--- src/rtl/scdc_pkg.sv ---
package scdc_pkg;
    // Clock and refresh timing
    localparam int ClkPeriodNs = 40;
    localparam int RefreshIntervalNs = 15600;
    localparam int RefreshCycles = RefreshIntervalNs / ClkPeriodNs;
    localparam logic [8:0] RefreshCount = 9'(RefreshCycles - 1);
    localparam logic [2:0] RefreshLen = 3'h5;
    localparam logic [1:0] PrechargeLen = 2'h2;
    localparam logic [1:0] InitialWaits = 2'h3;
    localparam logic [1:0] RowHitWaits = 2'h2;
    // Address layout
    localparam int AddrWidth = 22;
    localparam int ColWidth = 10;
    localparam int RowWidth = AddrWidth - ColWidth;
    localparam int DataWidth = 32;
    localparam int FifoDepth = 16;

    typedef enum logic [2:0] {
        ScIdle = 3'b000,
        ScPrecharge = 3'b001,
        ScInitial = 3'b010,
        ScBurst = 3'b011,
        ScRefresh = 3'b100
    } scdc_state_t;
endpackage

--- src/rtl/scdc_stream_if.sv ---
`timescale 1ns/10ps
`default_nettype none
interface scdc_stream_if;
    import scdc_pkg::*;
    logic valid;
    logic ready;
    logic [DataWidth-1:0] data;
    modport source (output valid, output data, input ready);
    modport sink (input valid, input data, output ready);
endinterface // scdc_stream_if
`default_nettype wire

--- src/rtl/scdc_controller.sv ---
// Operation
// - Initial access three cycles, bursts single-cycle
// - Five-cycle refresh every 15.6 microseconds
// - Refresh interval counts 390 clock cycles
// - Refresh ends burst; processor re-sends address
// - Idle refresh adds no later delay
// - Row change inserts two-cycle precharge
// - Access ended earlier means no precharge
// - Access still open delays by precharge
// - Burst lasts until next request address
// - Instruction side assumes pending burst for requests taken with reqBurst set
// - Idle cycle doubles as precharge and decode
// - Other-block request ends suspended instruction burst
// - Data side ends access when request drops
// - Same-row request skips to column access
// - Refresh preemption bounds row strobe width
`timescale 1ns/10ps
`default_nettype none
module scdc_controller
    import scdc_pkg::*;
#(
    parameter bit DataSide = 1'b0,
    parameter bit RowCompare = 1'b1
)
(
    // Clock and reset
    input wire logic clk,
    input wire logic rst,
    // Processor request
    input wire logic reqValid,
    input wire logic reqOwnBlock,
    input wire logic [AddrWidth-1:0] reqAddr,
    input wire logic reqBurst,
    input wire logic data_burst_request,
    output logic reqAccept,
    // Read data toward processor
    output logic rdValid,
    input wire logic rdReady,
    output logic [DataWidth-1:0] rdData,
    // Memory array
    output logic rowStrobeN,
    output logic colStrobeN,
    output logic [ColWidth-1:0] memCol,
    output logic [RowWidth-1:0] memRow,
    input wire logic [DataWidth-1:0] memData
);
    // ------------------------------------------------------------
    // Declarations
    // ------------------------------------------------------------
    scdc_state_t state_q;
    logic [2:0] cnt_q;
    logic [RowWidth-1:0] row_q;
    logic [ColWidth-1:0] col_q;
    logic rowOpen_q;
    logic burstLive_q;
    logic wordValid_q;
    logic [DataWidth-1:0] word_q;
    logic refreshDue;
    logic refreshDone;
    logic fifoReady;
    logic newReq;
    logic rowHit;
    logic otherBlock;
    logic startNew;
    logic canTake;
    logic capture;

    scdc_stream_if wordStream ();

    // ------------------------------------------------------------
    // Helpers
    // ------------------------------------------------------------
    scdc_refresh_timer uTimer (
        .clk(clk),
        .rst(rst),
        .refreshDone(refreshDone),
        .refreshDue(refreshDue)
    );

    scdc_fifo #(.Width(DataWidth), .Depth(FifoDepth)) uFifo (
        .clk(clk),
        .rst(rst),
        .inValid(wordStream.valid),
        .inReady(wordStream.ready),
        .inData(wordStream.data),
        .outValid(rdValid),
        .outReady(rdReady),
        .outData(rdData)
    );

    assign wordStream.valid = wordValid_q;
    assign wordStream.data = word_q;
    assign fifoReady = wordStream.ready;

    // ------------------------------------------------------------
    // Request decode
    // ------------------------------------------------------------
    assign newReq = reqValid && reqOwnBlock;
    assign otherBlock = reqValid && !reqOwnBlock;
    assign rowHit = RowCompare && rowOpen_q && (reqAddr[AddrWidth-1:ColWidth] == row_q);
    // Refresh first, then a new own request; a full FIFO stalls starts
    assign startNew = newReq && !refreshDue && fifoReady;
    assign refreshDone = (state_q == ScRefresh) && (cnt_q == 3'h0);

    // ------------------------------------------------------------
    // Control state machine
    // ------------------------------------------------------------
    always_ff @(posedge clk or posedge rst)
    begin
        if (rst)
        begin
            state_q <= ScIdle;
            cnt_q <= 3'h0;
        end
        else
        begin
            case (state_q)
                ScIdle:
                begin
                    // Idle is already one precharge/decode cycle
                    if (refreshDue)
                    begin
                        state_q <= ScRefresh;
                        cnt_q <= RefreshLen - 3'h2;
                    end
                    else if (startNew)
                    begin
                        state_q <= ScInitial;
                        cnt_q <= {1'b0, InitialWaits} - 3'h2;
                    end
                end
                ScPrecharge:
                begin
                    if (cnt_q == 3'h0)
                    begin
                        state_q <= ScIdle;
                    end
                    else
                    begin
                        cnt_q <= cnt_q - 3'h1;
                    end
                end
                ScInitial:
                begin
                    if (cnt_q == 3'h0)
                    begin
                        state_q <= ScBurst;
                    end
                    else
                    begin
                        cnt_q <= cnt_q - 3'h1;
                    end
                end
                ScBurst:
                begin
                    if (refreshDue)
                    begin
                        state_q <= ScPrecharge;
                        cnt_q <= {1'b0, PrechargeLen} - 3'h2;
                    end
                    else if (startNew && rowHit)
                    begin
                        state_q <= ScInitial;
                        cnt_q <= {1'b0, RowHitWaits} - 3'h2;
                    end
                    else if (newReq || otherBlock)
                    begin
                        state_q <= ScPrecharge;
                        cnt_q <= {1'b0, PrechargeLen} - 3'h2;
                    end
                    else if (DataSide && !data_burst_request)
                    begin
                        state_q <= ScPrecharge;
                        cnt_q <= {1'b0, PrechargeLen} - 3'h2;
                    end
                end
                ScRefresh:
                begin
                    if (cnt_q == 3'h0)
                    begin
                        state_q <= ScIdle;
                    end
                    else
                    begin
                        cnt_q <= cnt_q - 3'h1;
                    end
                end
                default:
                begin
                    state_q <= ScIdle;
                end
            endcase
        end
    end

    // ------------------------------------------------------------
    // Address latch and open row
    // ------------------------------------------------------------
    assign reqAccept = (state_q == ScIdle && !refreshDue && startNew) ||
        (state_q == ScBurst && !refreshDue && startNew && rowHit);

    always_ff @(posedge clk or posedge rst)
    begin
        if (rst)
        begin
            row_q <= '0;
            col_q <= '0;
            rowOpen_q <= 1'b0;
            burstLive_q <= 1'b0;
        end
        else
        begin
            if (reqAccept)
            begin
                row_q <= reqAddr[AddrWidth-1:ColWidth];
                col_q <= reqAddr[ColWidth-1:0];
                burstLive_q <= reqBurst;
            end
            else if (capture)
            begin
                col_q <= col_q + 1'b1;
            end
            if (state_q == ScInitial)
            begin
                rowOpen_q <= 1'b1;
            end
            else if (state_q != ScBurst)
            begin
                rowOpen_q <= 1'b0;
            end
        end
    end

    // ------------------------------------------------------------
    // Word capture into FIFO
    // ------------------------------------------------------------
    // First word at end of initial, then one per cycle while the slot is free
    assign canTake = !wordValid_q || fifoReady;
    assign capture = ((state_q == ScInitial && cnt_q == 3'h0) ||
        (state_q == ScBurst && burstLive_q && !refreshDue && !newReq && !otherBlock &&
        !(DataSide && !data_burst_request))) && canTake;

    always_ff @(posedge clk or posedge rst)
    begin
        if (rst)
        begin
            wordValid_q <= 1'b0;
            word_q <= '0;
        end
        else
        begin
            // Held word waits for the buffer, so none is lost when it fills
            if (capture)
            begin
                wordValid_q <= 1'b1;
                word_q <= memData;
            end
            else if (fifoReady)
            begin
                wordValid_q <= 1'b0;
            end
        end
    end

    // ------------------------------------------------------------
    // Array strobes
    // ------------------------------------------------------------
    assign rowStrobeN = !(state_q == ScInitial || state_q == ScBurst || state_q == ScRefresh);
    assign colStrobeN = !(state_q == ScBurst || (state_q == ScInitial && cnt_q == 3'h0));
    assign memRow = row_q;
    assign memCol = col_q;

    // ------------------------------------------------------------
    // Checks
    // ------------------------------------------------------------
    chk_initial_three_waits:
    assert property (@(posedge clk) disable iff (rst)
        (state_q == ScIdle && startNew && !refreshDue) |=> state_q == ScInitial ##1
        state_q == ScInitial ##1 state_q == ScBurst)
    else $error("initial access length wrong");

    chk_refresh_five:
    assert property (@(posedge clk) disable iff (rst)
        (state_q == ScIdle && refreshDue) |=> (state_q == ScRefresh) [*4] ##1 state_q == ScIdle)
    else $error("refresh sequence length wrong");

    chk_preempt_burst:
    assert property (@(posedge clk) disable iff (rst)
        (state_q == ScBurst && refreshDue) |=> state_q == ScPrecharge && !reqAccept)
    else $error("refresh did not end burst");

    chk_precharge_two:
    assert property (@(posedge clk) disable iff (rst)
        $rose(state_q == ScPrecharge) |=> state_q == ScIdle)
    else $error("precharge length wrong");

    chk_data_end:
    assert property (@(posedge clk) disable iff (rst)
        (DataSide && state_q == ScBurst && !data_burst_request && !refreshDue)
        |=> state_q != ScBurst)
    else $error("data access not ended");

    chk_other_block:
    assert property (@(posedge clk) disable iff (rst)
        (state_q == ScBurst && otherBlock && !newReq) |=> state_q == ScPrecharge)
    else $error("other block request did not end burst");

    chk_row_hit:
    assert property (@(posedge clk) disable iff (rst)
        (state_q == ScBurst && reqAccept) |=> state_q == ScInitial ##1 state_q == ScBurst)
    else $error("row hit access length wrong");

    chk_refresh_priority:
    assert property (@(posedge clk) disable iff (rst)
        (state_q == ScIdle && refreshDue) |-> !reqAccept ##1 state_q == ScRefresh)
    else $error("access started ahead of refresh");

    chk_row_closed:
    assert property (@(posedge clk) disable iff (rst)
        (state_q == ScRefresh) |-> !rowOpen_q || $past(state_q) == ScIdle)
    else $error("row left open into refresh");
endmodule // scdc_controller
`default_nettype wire

--- src/rtl/scdc_fifo.sv ---
`timescale 1ns/10ps
`default_nettype none
module scdc_fifo
    import scdc_pkg::*;
#(
    parameter int Width = 32,
    parameter int Depth = 16
)
(
    // Clock and reset
    input wire logic clk,
    input wire logic rst,
    // Fill side
    input wire logic inValid,
    output logic inReady,
    input wire logic [Width-1:0] inData,
    // Drain side
    output logic outValid,
    input wire logic outReady,
    output logic [Width-1:0] outData
);
    localparam int Aw = $clog2(Depth);
    logic [Width-1:0] mem [Depth];
    logic [Aw:0] wrPtr_q;
    logic [Aw:0] rdPtr_q;
    logic full;
    logic empty;

    assign empty = wrPtr_q == rdPtr_q;
    assign full = (wrPtr_q[Aw] != rdPtr_q[Aw]) && (wrPtr_q[Aw-1:0] == rdPtr_q[Aw-1:0]);
    assign inReady = !full;
    assign outValid = !empty;
    assign outData = mem[rdPtr_q[Aw-1:0]];

    always_ff @(posedge clk)
    begin
        if (inValid && !full)
        begin
            mem[wrPtr_q[Aw-1:0]] <= inData;
        end
    end

    always_ff @(posedge clk or posedge rst)
    begin
        if (rst)
        begin
            wrPtr_q <= '0;
            rdPtr_q <= '0;
        end
        else
        begin
            if (inValid && !full)
            begin
                wrPtr_q <= wrPtr_q + 1'b1;
            end
            if (outReady && !empty)
            begin
                rdPtr_q <= rdPtr_q + 1'b1;
            end
        end
    end
endmodule // scdc_fifo
`default_nettype wire

--- src/rtl/scdc_refresh_timer.sv ---
`timescale 1ns/10ps
`default_nettype none
module scdc_refresh_timer
    import scdc_pkg::*;
(
    // Clock and reset
    input wire logic clk,
    input wire logic rst,
    // Refresh request handshake
    input wire logic refreshDone,
    output logic refreshDue
);
    logic [8:0] count_q;
    logic due_q;

    // Interval counter, one tick per expiry
    always_ff @(posedge clk or posedge rst)
    begin
        if (rst)
        begin
            count_q <= RefreshCount;
        end
        else if (count_q == 9'h000)
        begin
            count_q <= RefreshCount;
        end
        else
        begin
            count_q <= count_q - 9'h001;
        end
    end

    // Pending flag, expiry wins over the clear
    always_ff @(posedge clk or posedge rst)
    begin
        if (rst)
        begin
            due_q <= 1'b0;
        end
        else if (count_q == 9'h000)
        begin
            due_q <= 1'b1;
        end
        else if (refreshDone)
        begin
            due_q <= 1'b0;
        end
    end

    assign refreshDue = due_q;

    chk_refresh_period:
    assert property (@(posedge clk) disable iff (rst)
        (count_q == 9'h000) |=> due_q && count_q == RefreshCount)
    else $error("refresh not requested at interval expiry");
endmodule // scdc_refresh_timer
`default_nettype wire

--- config.mk ---
export PLATFORM = sky130hd
export DESIGN_NAME = scdc_controller
export DESIGN_NICKNAME = d
export VERILOG_FILES = /design/src/rtl/scdc_pkg.sv /design/src/rtl/scdc_stream_if.sv /design/src/rtl/scdc_controller.sv /design/src/rtl/scdc_fifo.sv /design/src/rtl/scdc_refresh_timer.sv
export SDC_FILE = /design/constraint.sdc
export NUM_CORES = 1
export LEC_CHECK = 0
export BUFFER_PORTS_ARGS = -buffer_cell sky130_fd_sc_hd__buf_2
export CORE_ASPECT_RATIO = 1.1
export CORE_MARGIN = 1.5
export CORE_UTILIZATION = 61
export DETAILED_ROUTE_END_ITERATION = 10
export PLACE_DENSITY = 0.84
export REMOVE_ABC_BUFFERS = 1
export SLEW_MARGIN = 20
export SYNTH_ARGS = -nofsm -noshare
export SYNTH_HDL_FRONTEND = slang
export SYNTH_SLANG_ARGS = --single-unit
--- constraint.sdc ---
create_clock -name clk -period 5 [get_ports clk]
set_clock_uncertainty 0.15 [all_clocks]
set_input_delay 1 -clock clk [delete_from_list [all_inputs] [get_ports clk]]
set_output_delay 1 -clock clk [all_outputs]
set_load 0.01 [all_outputs]
==> results of run 1 <==
per-layer routing:
layer,vias up,track usage,part of all wire
met5,-,0,0
met2,771,0.473,0.50
li1,4922,-,-
met1,6286,0.384,0.37
met4,0,0.113,0.036
met3,122,0.0601,0.089
worst max-delay path, stage by stage, from the launching register on:
cell	delay [ns]
dfrtp_4	0.79
buf_4	0.66
mux4_2	0.44
mux4_2	0.52
buf_2	0.17
logic make-up (layout without fill, tap and decap cells):
kind of cell,count (synthesis),after routing,share of synthesized area
XOR/XNOR,32,32,0.0120
AO/OA/AOI/OAI,54,54,0.0158
multiplexers,176,176,0.164
adder cells (fa/ha/maj),9,9,0.00483
flip-flops,595,595,0.749
AND/OR/NAND/NOR,211,211,0.0396
buffers and inverters,79,273,0.0149
cell type report:
type | instances | share of cell area
clock buffers | 69 | 0.0560
clock inverters | 35 | 0.0157
inverters | 20 | 0.00291
multi-input cells | 482 | 0.211
flip-flops and latches | 595 | 0.656
well taps | 494 | 0.0232
repair buffers | 149 | 0.0348
sequential cells by signal (all words and copies together) (netlist names):
register	flops
uFifo.mem	512
wordStream.data	32
memRow	12
memCol	10
uTimer.count_q	9
uFifo.rdPtr_q	5
uFifo.wrPtr_q	5
cnt_q	3
state_q	3
burstLive_q	1
rowOpen_q	1
uTimer.refreshDue	1
wordStream.valid	1
metrics by stage:
stage,power (µW),TNS (ns),area [µm²],setup slack (ns),hold WS [ns]
6_report,15900,0,26600,0.630,0.333
2_1_floorplan,10300,-1824.21,23000,-3.82,0.292
3_3_place_gp,11300,0,24700,1.18,0.312
5_1_grt,16400,0,26600,0.594,0.353
4_1_cts,15900,0,26600,0.653,0.335
3_5_place_dp,11500,0,24700,1.17,0.328
path summary, 6_finish.rpt:
kind,to,from,cells after the start,slack [ns]
worst max-delay path,rdData[17],uFifo.rdPtr_q[1],4,0.63
worst min-delay path,uTimer.count_q[8],uTimer.count_q[8],2,0.33
worst max register to register,uFifo.mem[6][22],uFifo.rdPtr_q[1],7,1.22
worst min register to register,uTimer.count_q[8],uTimer.count_q[8],2,0.33
max in group asynchronous,uFifo.wrPtr_q[1],rst,3,3.21
min in group asynchronous,memRow[9],rst,2,0.43
where the power goes:
group	internal [µW]	switching, µW
Sequential	6400	846
Clock	2540	1870
Combinational	2050	2150
Total	11000	4870
layout by cell type, fill, tap and decap left out, types with 9 or more instances in the layout:
| master | synthesis | layout |
|---|---|---|
| a21oi_1 | 9 | 9 |
| buf_2 | 18 | 117 |
| buf_4 | 1 | 24 |
| clkbuf_1 | 27 | 9 |
| clkbuf_16 | 0 | 56 |
| clkinv_2 | 0 | 15 |
| dfrtp_1 | 79 | 75 |
| edfxtp_1 | 512 | 512 |
| ha_1 | 9 | 9 |
| inv_1 | 20 | 18 |
| mux2_4 | 11 | 11 |
| mux4_2 | 160 | 160 |
| nand2_1 | 130 | 130 |
| nand3_1 | 15 | 15 |
| nor2_1 | 27 | 16 |
| nor2_4 | 0 | 11 |
| o21ai_0 | 14 | 14 |
| xnor2_1 | 19 | 19 |
| xor2_1 | 13 | 13 |
==> flow_metrics.env, run 1 <==
export IMPL_outcome="finished, final reports clean"
export IMPL_max_freq_mhz=229
export IMPL_fin_cells=1844
export IMPL_synth_top_area_cell="edfxtp_1"
export IMPL_grt_pass1_vias=12711
export IMPL_grt_usage=0.288
export IMPL_post_drt_wl_per_cell_um=29.7
export IMPL_ios=119
export IMPL_die_y_um=208
export IMPL_synth_common_cells="edfxtp_1, mux4_2, nand2_1"
export IMPL_dpl_hpwl_mm=26.9
export IMPL_finalSetupViolCount=0
export IMPL_post_route_min_period_ns=4.37
export IMPL_cp_required_ns=3.85
export IMPL_core_area_mm2=0.0374
export IMPL_portBuffers=117
export IMPL_die_w_um=189
export IMPL_cts_buffer_depth=3
export IMPL_synth_seq_cells=595
export IMPL_htreeDepth=2
export IMPL_num_antenna_cells=0
export IMPL_layout_area_seq_mm2=0.0175
export IMPL_grt_setup_unrepaired="false"
export IMPL_clock_root_buffer="clkbuf_16"
export IMPL_die_area_mm2=0.0394
export IMPL_postCtsHoldBufs=0
export IMPL_routabilityCongestion=0.825
export IMPL_worst_ep_arrival_time_ns=3.22
export IMPL_numCtsBuffers=55
export IMPL_n_fill_cell=2113
export IMPL_seq_area_frac_synth=0.749
export IMPL_hold_path_class="register to register"
export IMPL_initial_utilization=0.623
export IMPL_grt_max_degree=70
export IMPL_clk_pin_slew_ns=0.06
export IMPL_vias=12101
export IMPL_wl_mm=54.8
export IMPL_firstDrtPassIters=6
export IMPL_post_cts_resized=0
export IMPL_synth_area_leaders="edfxtp_1, mux4_2, dfrtp_1"
export IMPL_final_antenna_net_count=0
export IMPL_yosysWarnings=0
export IMPL_synth_most_common_cell="edfxtp_1"
export IMPL_dpl_cell_count=1740
export IMPL_peakVddDrop_mv=0.367
export IMPL_worst_pin_slew_ns=0.933
export IMPL_synthFlopType="edfxtp_1"
export IMPL_cts_tree="built"
export IMPL_synth_edff_count=512
export IMPL_synth_area_mm2=0.0233
export IMPL_drive_gt1_frac=0.330
export IMPL_initialDrtViolationCount=1399
export IMPL_rows=74
export IMPL_relSlewSlack=0.378
export IMPL_remaining_drc_errors=0
export IMPL_grt_pass1_wl_mm=81.0
export IMPL_antenna_found_initial=0
export IMPL_start_kind="register"
export IMPL_maxSlewViolCount=0
export IMPL_yosysUniqueCellTypes=55
export IMPL_drt_vias_per_instance=6.56
export IMPL_cp_end_kind="output port"
export IMPL_critPathKind="register to output port"
export IMPL_nets=1373
export IMPL_synthArstFlopShare=0.139
export IMPL_power_density_mw_per_mm2=596
export IMPL_synth_top_area_share=0.659
export IMPL_avgSynthCellArea_um2=20.2
export IMPL_fin_crit_sh=0.874
export IMPL_area_delta_synth_final_pct=14.2
export IMPL_path_max_fanout=44
export IMPL_postCtsSetupRepairBufs=0
export IMPL_clk_latency_ns=0.63
export IMPL_finalHoldViolations=0
export IMPL_clock_sinks=595
export IMPL_final_util=0.712
export IMPL_max_cap_viol_count=0
export IMPL_leakage_uw=0.00921
export IMPL_synthCells=1156
export IMPL_overflow=0
export IMPL_multi_input_area_mm2=0.00563
Power figures use the tool's default switching activity.
==> inputs of run 2 (changes only) <==
--- a/config.mk
+++ b/config.mk
@@ -11,6 +11,7 @@
 export CORE_UTILIZATION = 61
 export DETAILED_ROUTE_END_ITERATION = 10
 export PLACE_DENSITY = 0.84
+export RECOVER_POWER = 100
 export REMOVE_ABC_BUFFERS = 1
 export SLEW_MARGIN = 20
 export SYNTH_ARGS = -nofsm -noshare
==> run 2 against run 1 <==
Compared with the run above: the flow now finishes with violations (capacitance limit, slew limit); cell count unchanged; wire length decreased by 0.36%; clock-buffer cell count is the same; critical path type unchanged.
==> flow_metrics.env, run 2 (same netlist as run 1, synthesis figures left out) <==
export IMPL_final_util=0.705
export IMPL_p_clk_frac=0.281
export IMPL_grtUsageMet3=0.0601
export IMPL_numCtsBuffers=55
export IMPL_die_y_um=208
export IMPL_remaining_drc_errors=0
export IMPL_power_frac_seq=0.460
export IMPL_timing_hold_ws_ns=0.333
export IMPL_wl_mm=54.6
export IMPL_post_route_min_period_ns=4.55
export IMPL_grt_usage=0.288
export IMPL_clk_latency_ns=0.62
export IMPL_initial_utilization=0.623
export IMPL_critPathKind="register to output port"
export IMPL_hold_path_class="register to register"
export IMPL_combPwrFrac=0.258
export IMPL_nets=1373
export IMPL_overflow=0
export IMPL_finalHoldViolations=0
export IMPL_final_antenna_net_count=0
export IMPL_rrSetupSlack_ns=0.50
export IMPL_fin_crit_sh=0.910
export IMPL_area_delta_synth_final_pct=13.1
export IMPL_clock_root_buffer="clkbuf_16"
export IMPL_p_int_uw=10900
export IMPL_clock_sinks=595
export IMPL_drive_gt1_frac=0.274
export IMPL_postCtsHoldBufs=0
export IMPL_cts_tree="built"
export IMPL_htreeDepth=2
export IMPL_start_kind="register"
export IMPL_p_sw_uw=4850
export IMPL_grt_setup_unrepaired="false"
export IMPL_max_freq_mhz=220
export IMPL_clk_pin_slew_ns=0.06
export IMPL_grt_max_degree=70
export IMPL_fin_cells=1844
export IMPL_layout_common_cells="edfxtp_1, mux4_2, nand2_1"
export IMPL_antenna_found_initial=0
export IMPL_dpl_hpwl_mm=26.9
export IMPL_grt_pass1_wl_mm=81.0
export IMPL_n_fill_cell=2182
export IMPL_met2_usage=0.473
export IMPL_p_sw_frac=0.309
export IMPL_dpl_cell_count=1740
export IMPL_cp_end_kind="output port"
export IMPL_power_density_mw_per_mm2=596
export IMPL_top_usage_layer="met2"
export IMPL_cp_required_ns=3.85
export IMPL_grt_pass1_vias=12711
export IMPL_tns_ns=0
export IMPL_die_w_um=189
export IMPL_relSlewSlack=-1.13
export IMPL_routabilityCongestion=0.825
export IMPL_post_drt_wl_per_cell_um=29.6
export IMPL_post_cts_resized=0
export IMPL_use_met1=0.384
export IMPL_drt_vias_per_instance=6.57
export IMPL_peakVddDrop_mv=0.369
export IMPL_die_area_mm2=0.0394
export IMPL_violations="capacitance limit, slew limit"
export IMPL_num_antenna_cells=0
export IMPL_portBuffers=117
export IMPL_largest_reg_flops=512
export IMPL_postCtsSetupRepairBufs=0
export IMPL_finalSetupViolCount=0
export IMPL_initialDrtViolationCount=1300
export IMPL_worst_pin_slew_ns=3.18
export IMPL_worst_ep_arrival_time_ns=3.40
export IMPL_core_area_mm2=0.0374
export IMPL_leakage_uw=0.00901
export IMPL_vias=12123
export IMPL_max_cap_viol_count=2
export IMPL_rows=74
export IMPL_path_max_fanout=32
export IMPL_maxSlewViolCount=81
export IMPL_outcome="finished with violations"
export IMPL_cts_buffer_depth=3
export IMPL_ios=119
export IMPL_dpl_worst_slack_ns=1.17
export IMPL_final_common_cell="edfxtp_1"
export IMPL_setup_ws_ns=0.449
export IMPL_firstDrtPassIters=5
-- run 2: cell count changes in the layout (fill, tap and decap cells not counted), moves of 4 or more --
| cell | previous run | this run |
|---|---|---|
| buf_12 | 8 | 4 |
| buf_2 | 117 | 64 |
| buf_4 | 24 | 9 |
| clkbuf_1 | 9 | 65 |
| clkbuf_2 | 0 | 14 |
| mux2_1 | 0 | 11 |
| mux2_4 | 11 | 0 |
| nor2_2 | 0 | 5 |
| nor2_4 | 11 | 5 |
| nor3_1 | 4 | 8 |
| nor3_2 | 4 | 0 |
-- run 2: cell type report --
class	instances	area [µm²]	area share
timing repair buffer	149	773	0.0293
tap	494	618	0.0234
multi-input combinational	482	5520	0.209
inverter	20	76.3	0.00290
clock buffer	69	1490	0.0565
clock inverter	35	417	0.0158
sequential	595	17500	0.663
-- run 2: power by group through the flow --
stage	registers, µW	logic, µW	clock network (µW)
after CTS	7220	4250	4440
final	7240	4060	4420
after global placement	7200	4070	0
after detailed placement	7290	4160	0
after global routing	7320	4350	4630
after floorplan	7460	2820	0
-- run 2: per-layer routing --
metal | share of wire | wire length [µm]
met3 | 0.097 | 5300
met2 | 0.51 | 27600
met4 | 0.036 | 1940
met1 | 0.36 | 19800
met5 | 0 | 0
-- run 2: final timing paths --
check,start,endpoint,depth (start not counted)
setup / recovery,uFifo.rdPtr_q[1],rdData[12],4
hold / removal,uTimer.count_q[8],uTimer.count_q[8],2
setup reg to reg,uFifo.rdPtr_q[1],uFifo.mem[11][14],7
hold reg to reg,uTimer.count_q[8],uTimer.count_q[8],2
max in group asynchronous,rst,uFifo.wrPtr_q[1],3
min in group asynchronous,rst,memRow[9],2
-- run 2: worst max-delay path, cell delays in order (launching register included) --
cell      delay [ns]
dfrtp_4         0.79
clkbuf_2        0.83
mux4_2          0.46
mux4_2          0.53
clkbuf_1        0.16
-- run 2: per-stage QoR --
stage | area (µm²) | power, µW
2_1_floorplan | 23000 | 10300
3_3_place_gp | 24700 | 11300
3_5_place_dp | 24700 | 11500
4_1_cts | 26600 | 15900
5_1_grt | 26400 | 16300
6_report | 26400 | 15700
